===== src/core/hw_pkg.sv =====
// Shared types and constants for the halt and wakeup controller
package hw_pkg;

  // ----------------------------------------
  // Controller states, Gray coded on the path
  // ----------------------------------------
  typedef enum logic [1:0] {
    ST_RUN   = 2'h0,  // Core clocks running
    ST_HALT  = 2'h1,  // All core clocks withheld
    ST_START = 2'h3,  // Oscillator only, start-up delay
    ST_WAKE  = 2'h2   // Clocks back, one-cycle resume
  } state_type;

  // ----------------------------------------
  // Clock source option
  // ----------------------------------------
  typedef enum logic [1:0] {
    CK_CRYSTAL = 2'h0,  // Two pin crystal or resonator
    CK_RC      = 2'h1,  // Single pin RC oscillator
    CK_EXT     = 2'h2   // External clock on input pin
  } clk_opt_type;

  // ----------------------------------------
  // Carriers
  // ----------------------------------------
  typedef struct packed {
    logic reset_pin;    // Exit by external reset pin
    logic brownout;     // Exit by supply drop
    logic miwu;         // Exit by port L wakeup
    logic restart_edge; // Exit by restart pin rising edge
  } cause_type;

  typedef struct packed {
    logic acc_timer;    // Accumulator and timer undefined
    logic data_ram;     // Data registers and RAM unknown
    logic wd_altered;   // Watchdog prescaler/counter changed
  } loss_type;

  // ----------------------------------------
  // Values and timing
  // ----------------------------------------
  localparam logic [7:0] WD_LOAD = 8'hff;       // Prescaler/counter load
  localparam logic [15:0] RESET_ADDR = 16'h0000; // Fetch after reset
  localparam logic [3:0] TC_DIV = 4'ha;         // Osc clocks per tc
  localparam int STARTUP_TC = 256;              // Start-up delay in tc
  localparam int STARTUP_CYCLES = STARTUP_TC * int'(TC_DIV);

endpackage


===== src/core/halt_wakeup_control.sv =====
// Halt entry, wakeup sources, start-up delay and clock gating
//
// Contract
// - Writing one to restart bit enters halt
// - Halted: all core clocks withheld, state frozen
// - Restart pin rising edge exits; not crystal
// - Port L wakeup event exits halt
// - Reset pin low exits halt, resets
// - Enabled brown-out exits halt by reset
// - Crystal wake: osc only, load FF, 256tc
// - Delay prescaler clocked by osc divided ten
// - Reset pin exit skips start-up delay
// - RC/external: no delay, watchdog still altered
// - Reset or brown-out exit fetches address zero
// - Pin edge or wakeup resumes next instruction
// - Crystal reset exit: accumulator, timer undefined; not flagged when the reset pin cuts a wakeup delay
// - Brown-out exit: registers and RAM unknown
// - Edge or wakeup exit keeps all state but the watchdog
// - Restart pin readable as input when running
// - Reset pin beats brown-out, cancels delay
`timescale 1ns/1ps

module halt_wakeup_control (
  // Clock and reset
  input wire logic clk,
  input wire logic rst,
  // Core side
  input wire logic halt_write,
  input wire logic miwu_wake,
  // Mask and clock options
  input wire hw_pkg::clk_opt_type clk_option,
  input wire logic bo_mask_en,
  // Pins and analog detector, asynchronous
  input wire logic halt_restart_pin,
  input wire logic reset_pin_n,
  input wire logic brownout_det,
  // Clock control
  output logic core_clk_en,
  output logic osc_en,
  output logic halted,
  // Core restart control
  output logic device_reset,
  output logic resume,
  output logic [15:0] restart_addr,
  // Status toward the core
  output logic restart_pin_level,
  output logic [7:0] wd_prescaler,
  output logic [7:0] wd_counter,
  output hw_pkg::cause_type exit_cause,
  output hw_pkg::loss_type state_loss
);

  // ----------------------------------------
  // Input synchronisers
  // ----------------------------------------
  logic [2:0] sync1_reg, sync1_next; // First stage, read only by stage two
  logic [2:0] sync2_reg, sync2_next; // Stable copies
  logic pin_prev_reg, pin_prev_next; // Restart pin, one cycle old

  // Shift the three pins in
  always_comb begin
    sync1_next = {brownout_det, reset_pin_n, halt_restart_pin};
    sync2_next = sync1_reg;
    pin_prev_next = sync2_reg[0];
  end

  // Register the synchronisers
  always_ff @(posedge clk) begin
    if (rst) begin
      sync1_reg <= 3'h2;
      sync2_reg <= 3'h2;
      pin_prev_reg <= 1'b0;
    end else begin
      sync1_reg <= sync1_next;
      sync2_reg <= sync2_next;
      pin_prev_reg <= pin_prev_next;
    end
  end

  // ----------------------------------------
  // Wake decode
  // ----------------------------------------
  logic crystal;    // Crystal option, restart pin is an output
  logic pin_low;    // External reset held low
  logic bo_active;  // Brown-out seen with the option enabled
  logic pin_rise;   // Restart pin low to high
  logic wake_req;   // Combined non-reset wake request

  always_comb begin
    crystal = (clk_option == hw_pkg::CK_CRYSTAL);
    pin_low = ~sync2_reg[1];
    bo_active = bo_mask_en & sync2_reg[2];
    // Crystal drives the pin, so its edge means nothing
    pin_rise = sync2_reg[0] & ~pin_prev_reg & ~crystal;
    wake_req = pin_rise | miwu_wake;
  end

  // ----------------------------------------
  // Controller state and start-up timing
  // ----------------------------------------
  hw_pkg::state_type state_reg, state_next; // Controller state
  logic [3:0] tc_cnt_reg, tc_cnt_next; // Divider for the tc tick
  logic [7:0] pre_reg, pre_next; // Watchdog prescaler
  logic [7:0] cnt_reg, cnt_next; // Watchdog counter
  hw_pkg::cause_type cause_reg, cause_next; // Latched exit cause
  hw_pkg::loss_type loss_reg, loss_next; // Latched state loss
  logic tc_tick;          // One cycle per instruction cycle
  logic timeout;          // Start-up delay finished

  // Next state, delay counting and exit bookkeeping
  always_comb begin
    state_next = state_reg;
    pre_next = pre_reg;
    cnt_next = cnt_reg;
    cause_next = cause_reg;
    loss_next = loss_reg;
    tc_tick = (tc_cnt_reg == hw_pkg::TC_DIV - 4'h1);
    timeout = tc_tick && (pre_reg == 8'h00);
    // Divider only runs during the delay
    tc_cnt_next = 4'h0;
    if (state_reg == hw_pkg::ST_START && !tc_tick) begin
      tc_cnt_next = tc_cnt_reg + 4'h1;
    end
    case (state_reg)
      hw_pkg::ST_RUN: begin
        if (halt_write) begin
          state_next = hw_pkg::ST_HALT;
          pre_next = hw_pkg::WD_LOAD;
          cnt_next = hw_pkg::WD_LOAD;
          cause_next = '0;
          loss_next = '0;
        end
      end
      hw_pkg::ST_HALT: begin
        // Reset pin first: it outranks brown-out
        if (pin_low) begin
          state_next = hw_pkg::ST_RUN;
          cause_next.reset_pin = 1'b1;
          loss_next.acc_timer = crystal;
          loss_next.wd_altered = 1'b1;
        end else if (bo_active) begin
          cause_next.brownout = 1'b1;
          loss_next.data_ram = 1'b1;
          loss_next.acc_timer = 1'b1;
          loss_next.wd_altered = 1'b1;
          pre_next = hw_pkg::WD_LOAD;
          cnt_next = hw_pkg::WD_LOAD;
          state_next = crystal ? hw_pkg::ST_START : hw_pkg::ST_RUN;
        end else if (wake_req) begin
          cause_next.restart_edge = pin_rise;
          cause_next.miwu = ~pin_rise & miwu_wake;
          loss_next.wd_altered = 1'b1;
          pre_next = hw_pkg::WD_LOAD;
          cnt_next = hw_pkg::WD_LOAD;
          // No delay without a crystal
          state_next = crystal ? hw_pkg::ST_START : hw_pkg::ST_WAKE;
        end
      end
      hw_pkg::ST_START: begin
        if (pin_low) begin
          // Delay abandoned, core goes straight to reset
          state_next = hw_pkg::ST_RUN;
          cause_next = '0;
          cause_next.reset_pin = 1'b1;
        end else begin
          // Supply drop during the delay turns it into a reset exit
          if (bo_active) begin
            cause_next.brownout = 1'b1;
            loss_next.data_ram = 1'b1;
            loss_next.acc_timer = 1'b1;
          end
          if (tc_tick) begin
            pre_next = pre_reg - 8'h01;
          end
          if (timeout) begin
            cnt_next = cnt_reg - 8'h01;
            state_next = cause_next.brownout ? hw_pkg::ST_RUN
                                            : hw_pkg::ST_WAKE;
          end
        end
      end
      hw_pkg::ST_WAKE: begin
        state_next = hw_pkg::ST_RUN;
      end
      default: begin
        state_next = hw_pkg::ST_RUN;
      end
    endcase
  end

  // Register controller state
  always_ff @(posedge clk) begin
    if (rst) begin
      state_reg <= hw_pkg::ST_RUN;
      tc_cnt_reg <= 4'h0;
      pre_reg <= hw_pkg::WD_LOAD;
      cnt_reg <= hw_pkg::WD_LOAD;
      cause_reg <= '0;
      loss_reg <= '0;
    end else begin
      state_reg <= state_next;
      tc_cnt_reg <= tc_cnt_next;
      pre_reg <= pre_next;
      cnt_reg <= cnt_next;
      cause_reg <= cause_next;
      loss_reg <= loss_next;
    end
  end

  // ----------------------------------------
  // Registered outputs
  // ----------------------------------------
  logic clk_en_reg, clk_en_next; // Core clock gate enable
  logic osc_en_reg, osc_en_next; // Oscillator enable
  logic rst_out_reg, rst_out_next; // Reset toward the core
  logic resume_reg, resume_next; // One-cycle resume pulse
  logic [15:0] addr_reg, addr_next; // Restart fetch address
  logic level_reg, level_next; // Last level seen while running

  // Output decode from the next state; pin level from the current state
  always_comb begin
    // Enable is a flop: a latch gate downstream sees no glitch
    clk_en_next = (state_next == hw_pkg::ST_RUN) ||
                  (state_next == hw_pkg::ST_WAKE);
    osc_en_next = (state_next != hw_pkg::ST_HALT);
    // Brown-out holds reset through the crystal delay
    rst_out_next = pin_low || bo_active ||
                   (state_next == hw_pkg::ST_START &&
                    cause_next.brownout);
    resume_next = (state_next == hw_pkg::ST_WAKE);
    addr_next = addr_reg;
    if (rst_out_next) begin
      addr_next = hw_pkg::RESET_ADDR;
    end
    // Frozen while halted like every other core flop
    level_next = level_reg;
    if (state_reg == hw_pkg::ST_RUN) begin
      level_next = sync2_reg[0];
    end
  end

  // Register outputs
  always_ff @(posedge clk) begin
    if (rst) begin
      clk_en_reg <= 1'b1;
      osc_en_reg <= 1'b1;
      rst_out_reg <= 1'b0;
      resume_reg <= 1'b0;
      addr_reg <= hw_pkg::RESET_ADDR;
      level_reg <= 1'b0;
    end else begin
      clk_en_reg <= clk_en_next;
      osc_en_reg <= osc_en_next;
      rst_out_reg <= rst_out_next;
      resume_reg <= resume_next;
      addr_reg <= addr_next;
      level_reg <= level_next;
    end
  end

  // Drive the ports
  always_comb begin
    core_clk_en = clk_en_reg;
    osc_en = osc_en_reg;
    halted = (state_reg == hw_pkg::ST_HALT);
    device_reset = rst_out_reg;
    resume = resume_reg;
    restart_addr = addr_reg;
    restart_pin_level = level_reg;
    wd_prescaler = pre_reg;
    wd_counter = cnt_reg;
    exit_cause = cause_reg;
    state_loss = loss_reg;
  end

  // ----------------------------------------
  // Checks
  // ----------------------------------------
  localparam int DLY_LAST = hw_pkg::STARTUP_CYCLES - 1; // Last delay cycle
  logic [11:0] start_cycles; // Cycles spent in the delay
  always_ff @(posedge clk) begin
    if (rst || state_reg != hw_pkg::ST_START) begin
      start_cycles <= 12'h000;
    end else begin
      start_cycles <= start_cycles + 12'h001;
    end
  end
endmodule


===== config.mk =====
export PLATFORM = sky130hd
export DESIGN_NAME = halt_wakeup_control
export DESIGN_NICKNAME = d
export VERILOG_FILES = /design/src/core/hw_pkg.sv /design/src/core/halt_wakeup_control.sv
export SDC_FILE = /design/constraint.sdc
export NUM_CORES = 1
export LEC_CHECK = 0
export BUFFER_PORTS_ARGS = -buffer_cell sky130_fd_sc_hd__buf_2
export CAP_MARGIN = 40
export CORE_MARGIN = 8
export CORE_UTILIZATION = 40
export CTS_BUF_LIST = sky130_fd_sc_hd__clkbuf_8
export DETAILED_ROUTE_END_ITERATION = 6
export HOLD_SLACK_MARGIN = 0.05
export PLACE_DENSITY = 0.71
export SLEW_MARGIN = 10
export SYNTH_ARGS = -nofsm -noshare
export SYNTH_HDL_FRONTEND = slang
export SYNTH_SLANG_ARGS = --single-unit

===== constraint.sdc =====
create_clock -name clk -period 2.21 [get_ports clk]
set_input_delay 0.221 -clock clk [delete_from_list [all_inputs] [get_ports clk]]
set_output_delay 0.221 -clock clk [all_outputs]
set_load 0.02 [all_outputs]

### After elaboration in Yosys (flattened, before gate mapping)

Index checks and enable logic that the tools add are counted.

| operators by class | value |
|---|---|
| equal/unequal tests | 17 |
| bitwise operators | 10 |
| muxes and demuxes | 41 |
| multipliers | 0 |
| shifts and indexed selects | 0 |
| order comparisons | 0 |
| $add $sub $neg | 3 |
| div/mod/pow operators | 0 |
| reduce and logical (&&, ||, !) cells | 21 |

Operator list:

| cell | count |
|---|---|
| $mux 8 | 8 |
| $pmux 8 s3 | 2 |
| $mux 2 | 13 |
| $reduce_and 6->1 | 3 |
| $sub 8x1->8 const B | 2 |
| $ne 2x2->1 const B | 6 |
| $pmux 4 s3 | 1 |
| $mux 1 | 11 |
| $eq 2x2->1 const B | 4 |
| $logic_not 8->1 | 1 |
| $pmux 2 s4 | 1 |
| $logic_not 2->1 | 3 |
| $mux 3 | 2 |
| $ne 2x1->1 const B | 3 |
| $pmux 2 s3 | 1 |
| $reduce_and 3->1 | 2 |
| $not 1->1 | 5 |
| $add 4x1->4 const B | 1 |
| $and 1x1->1 | 4 |
| $eq 4x4->1 const B | 1 |
| $mux 4 | 1 |
| $ne 4x2->1 const B | 1 |
| $reduce_and 4->1 | 1 |
| $logic_and 1x1->1 | 3 |
| 10 further kinds | 12 |

| storage, ports and cells | value |
|---|---|
| RAM bits | 0 |
| memory bits (read-only) | 0 |
| output and inout bits | 45 |
| bits in latches | 0 |
| memories | 0 |
| flip-flop bits (word level) | 41 |
| word-level logic and storage cells | 111 |
| bits of input ports | 10 |

### Depth between registers and ports, before layout

| logic depth | value |
|---|---|
| depth in word-level cells | 11 |
| gate-level depth with buffers | 8 |
| gate-level depth less buffers | 7 |

### Worst setup path before layout

OpenSTA, ideal clock, no wires.

| path | value |
|---|---|
| path type | register -> register |
| start point | reg pre_reg[0] (netlist: wd_prescaler[0]) |
| end point | reg rst_out_reg (netlist: device_reset) |
| slack | 0.455 ns |
| setup time | 0.116 ns |
| data arrival time | 1.638 ns |
| path buffers | 0 |
| stages on the path, launching flop included | 7 |
| required time | 2.094 ns |
| clock period less this slack | 1.755 ns |
| cells stage by stage | dfxtp_1 inv_1 ha_1 nor3b_1 a31oi_1 or3_1 a31o_2 |

| on the way | value |
|---|---|
| cells in the longest elaborated chain, start to end | 8 |

RTL lines:

| what | RTL line | text |
|---|---|---|
| start, declared | halt_wakeup_control.sv:103 | `logic [7:0] pre_reg, pre_next;` |
| start signal, assigned | halt_wakeup_control.sv:196 | `pre_reg <= hw_pkg::WD_LOAD;` |
| start signal, assigned | halt_wakeup_control.sv:203 | `pre_reg <= pre_next;` |
| $logic_not 8->1 | halt_wakeup_control.sv:118 | `timeout = tc_tick && (pre_reg == 8'h00);` |
| $logic_and 1x1->1 | halt_wakeup_control.sv:118 |  |
| $mux 2 | halt_wakeup_control.sv:175 | `if (timeout) begin` |
| $mux 2 | halt_wakeup_control.sv:160 | `if (pin_low) begin` |
| $pmux 2 s4 | halt_wakeup_control.sv:124 | `case (state_reg)` |
| $eq 2x2->1 | halt_wakeup_control.sv:228 | `(state_next == hw_pkg::ST_START &&` |
| $logic_and 1x1->1 | halt_wakeup_control.sv:228 |  |
| $logic_or 1x1->1 | halt_wakeup_control.sv:227 | `rst_out_next = pin_low \|\| bo_active \|\|` |
| end signal, assigned | halt_wakeup_control.sv:254 | `rst_out_reg <= rst_out_next;` |
| end, declared | halt_wakeup_control.sv:215 | `logic rst_out_reg, rst_out_next;` |

No other way between the ends.
A chain may end at the register's enable or synchronous reset.

### Final worst setup path

| path | value |
|---|---|
| start point | reg state_reg[1] |
| end point | reg cnt_reg[4] (netlist: wd_counter[4]) |

| on the way | value |
|---|---|
| cells in the longest elaborated chain, start to end | 3 |
| elaborated cells between the ends (all ways) | 11 |
| classes of those cells | eq/ne (7); mux (1); reduce/logical (3) |

RTL lines:

| what | RTL line | text |
|---|---|---|
| start, declared | halt_wakeup_control.sv:101 | `hw_pkg::state_type state_reg, state_next;` |
| start signal, assigned | halt_wakeup_control.sv:194 | `state_reg <= hw_pkg::ST_RUN;` |
| start signal, assigned | halt_wakeup_control.sv:201 | `state_reg <= state_next;` |
| $eq 2x1->1, or another cell as far along | halt_wakeup_control.sv:124 |  |
| $ne 3x1->1 (no source line), or another cell as far along | -- |  |
| $reduce_and 6->1 (no source line) | -- |  |
| end signal, assigned | halt_wakeup_control.sv:197 | `cnt_reg <= hw_pkg::WD_LOAD;` |
| end signal, assigned | halt_wakeup_control.sv:204 | `cnt_reg <= cnt_next;` |
| end, declared | halt_wakeup_control.sv:104 | `logic [7:0] cnt_reg, cnt_next;` |

Parallel ways exist; a longest one is shown, timed or not.

==> impl_results.md <==
- Placed inst area: 2116 um2
- Share of post-route cells with drive strength above 1: 0.2292
- Largest net degree at the start of global routing: 24
- GR Util All Layers: 0.1113
- Sum of negative setup slack: 0 ns
- Power Density: 649.6 nW/um2
- Main synth FF type: dfxtp_1
- Root Buffer: clkbuf_8
- Ant diodes: 0
- Worst R2R Setup Slack: 0.30 ns
- Top sig layer: met4
- Core Region: 4723 um2
- Flops & latches, synth: 41
- Post-synthesis cell count: 216
- Synth cell count leaders: dfxtp_1, buf_4, a21oi_1
- Area contributors post-synth: dfxtp_1, buf_4, a21oi_1
- Post-CTS setup buffers: 0
- Synth Area in Compound Gates: 0.1523
- F_max: 524.8 MHz
- Max incr delay on CP: 0.58 ns
- Crit path DAT: 2.15 ns
- Worst Path Max Fanout: 13
- 1st-pass router iterations: 4
- Vias in the first global route: 1489
- Cts hold-fix bufs: 0
- Via density: 4.819
- Worst setup SP type: register
- Post-synth cell types: 56
- Crit end category: register
- Detailed Place HPWL: 2.984 mm
- Gr ovfl total: 0
- Met3 wire len: 259 um
- Syn_area_per_cell: 9.013 um2
- Simple-Gate Fraction of Synth Area: 0.2487
- Final nets: 267
- Die area: 7356 um2
- Most common cell in the synthesized netlist: dfxtp_1
- Initial antenna violation count: 0
- Critical path's slowest cell: dfxtp_1
- PortBufs: 38
- Critical-path cell list: and3_2, and4_1, nand2_4, or4_1, nand3_1
- Post-Syn Area: 1947 um2
- Ys async rst share: 0
- XOR/XNOR Fraction of Synth Area: 0.03599
- Die W: 85.77 um
- Clock slew at reported path FFs: 0.08 ns
- Final routed DRC violation total: 0
- WHS: 0.1071 ns
- Wirelength per Cell: 12.43 um
- Post-synth EDFFs: 0
- Die height: 85.77 um
- Sequential fraction of the synthesis area: 0.4216
- # setup viols final: 0
- Met1 Wirelength: 1.777 mm
- Hold violation count in the final report: 0
- Final min period: 1.905 ns
- P_leak: 0.0009289 uW
- Crit Path Class: register to register
- Final GP Congestion: 0.7946
- Total CTS buffers: 5
- Routed vias: 1542
- Synth Area in Adders: 0.03213
- VDD IR max: 0.2657 mV
- CTS tree: yes
- Io pins: 55
- DRT antenna net count: 0
- Synth area leader: dfxtp_1
- Final period utilization: 0.8621
- H-tree lvl count: 2
- Clock Latency Late Sink: 0.29 ns
- Cts repair resizes: 0
- Starting DRT DRC Count: 106
- First-pass GRT wire length: 6.596 mm
- Synth top area share: 0.4216
- Maxcap violations: 0
- FP Rows: 25
- Max Slew Vio Count: 0
- RSZ-0062 raised after global routing: no
- Crit path required time: 2.45 ns
- DR WL met2: 1.866 mm
- Path type of the worst min-delay path: primary input to register
- Max Buffers Root-to-Sink: 2
- Routed WL: 3.976 mm
- Status: completed
- Clock sink count: 41
- Clock Skews: 0.007262 ns
- Final instance area: 2203 um2
- Synth warnings: 0
- P&R area growth vs syn: 13.17%
- Multiplexer area fraction after synthesis: 0.005141
- Initial core utilization: 0.4122
- Largest family of logic cells by synthesized area: simple AND/OR/NAND/NOR gates
-- cell families (layout without fill, tap and decap cells) --
group	count (synthesis)	after routing
muxes	1	1
AOI/OAI and AO/OA	45	45
buffers and inverters	33	55
and+or+nand+nor	82	82
DFF	41	41
xor gates and xnor gates	8	8
adders and majority gates	5	5
other	1	16
-- routing by layer --
metal,track usage,up-vias
met1,0.1191,711
met4,0.06688,0
met5,0,-
li1,-,791
met3,0.04011,4
met2,0.1841,36
-- final timing paths --
kind / startpoint / endpoint / cells after the start
max: state_reg[1] / wd_counter[4] / 5
min: reset_pin_n / sync1_reg[1] / 2
max reg2reg: state_reg[1] / wd_counter[4] / 5
min reg2reg: sync1_reg[1] / sync2_reg[1] / 1
-- metrics by stage --
stage	util	instances	total power, uW	setup WS, ns
after CTS	0.4665	320	1448	0.3303
after floorplan	-	231	949.6	0.4553
final	0.4665	320	1431	0.3047
after detailed placement	0.4479	312	974.2	0.3441
after global placement	0.4479	312	972.9	0.3747
after global routing	0.4665	320	1504	0.1875
-- report_power, final --
part,switching [uW],internal (uW)
sequential,18.2,759
clock,255,218
combinational,122,58.8
total,396,1040
-- cells in the final DEF, fill, tap and decap left out, drive strengths merged, types with 3 or more instances in the layout --
| cell | instances |
|---|---|
| nand2 | 12 |
| o31ai | 3 |
| nor2 | 12 |
| nand3b | 5 |
| inv | 9 |
| clkbuf | 5 |
| nand3 | 4 |
| conb | 16 |
| o21ai | 9 |
| or3 | 4 |
| nor3 | 8 |
| a21oi | 15 |
| xor2 | 5 |
| and2 | 4 |
| dfxtp | 41 |
| nor4 | 4 |
| a31oi | 3 |
| a211oi | 4 |
| ha | 5 |
| xnor2 | 3 |
| nor2b | 8 |
| or2 | 4 |
| buf | 39 |
| and4 | 3 |
| and3 | 4 |
-- layout make-up --
cell class | count | area (um2)
flip-flops and latches | 41 | 820.8
multi-input cells | 157 | 983.4
repair buffers | 39 | 197.7
inverters | 8 | 30.03
clock buffers | 5 | 68.82
clock inverters | 3 | 18.77
well taps | 67 | 83.83
fillers | 470 | 2520
-- critical path: cells and delay by family (launching register included) --
kind / cells / cell delay [ns]
and+or+nand+nor: 5 / 1.28
DFF: 1 / 0.58
Note: power is estimated with default switching activity, not from simulation.
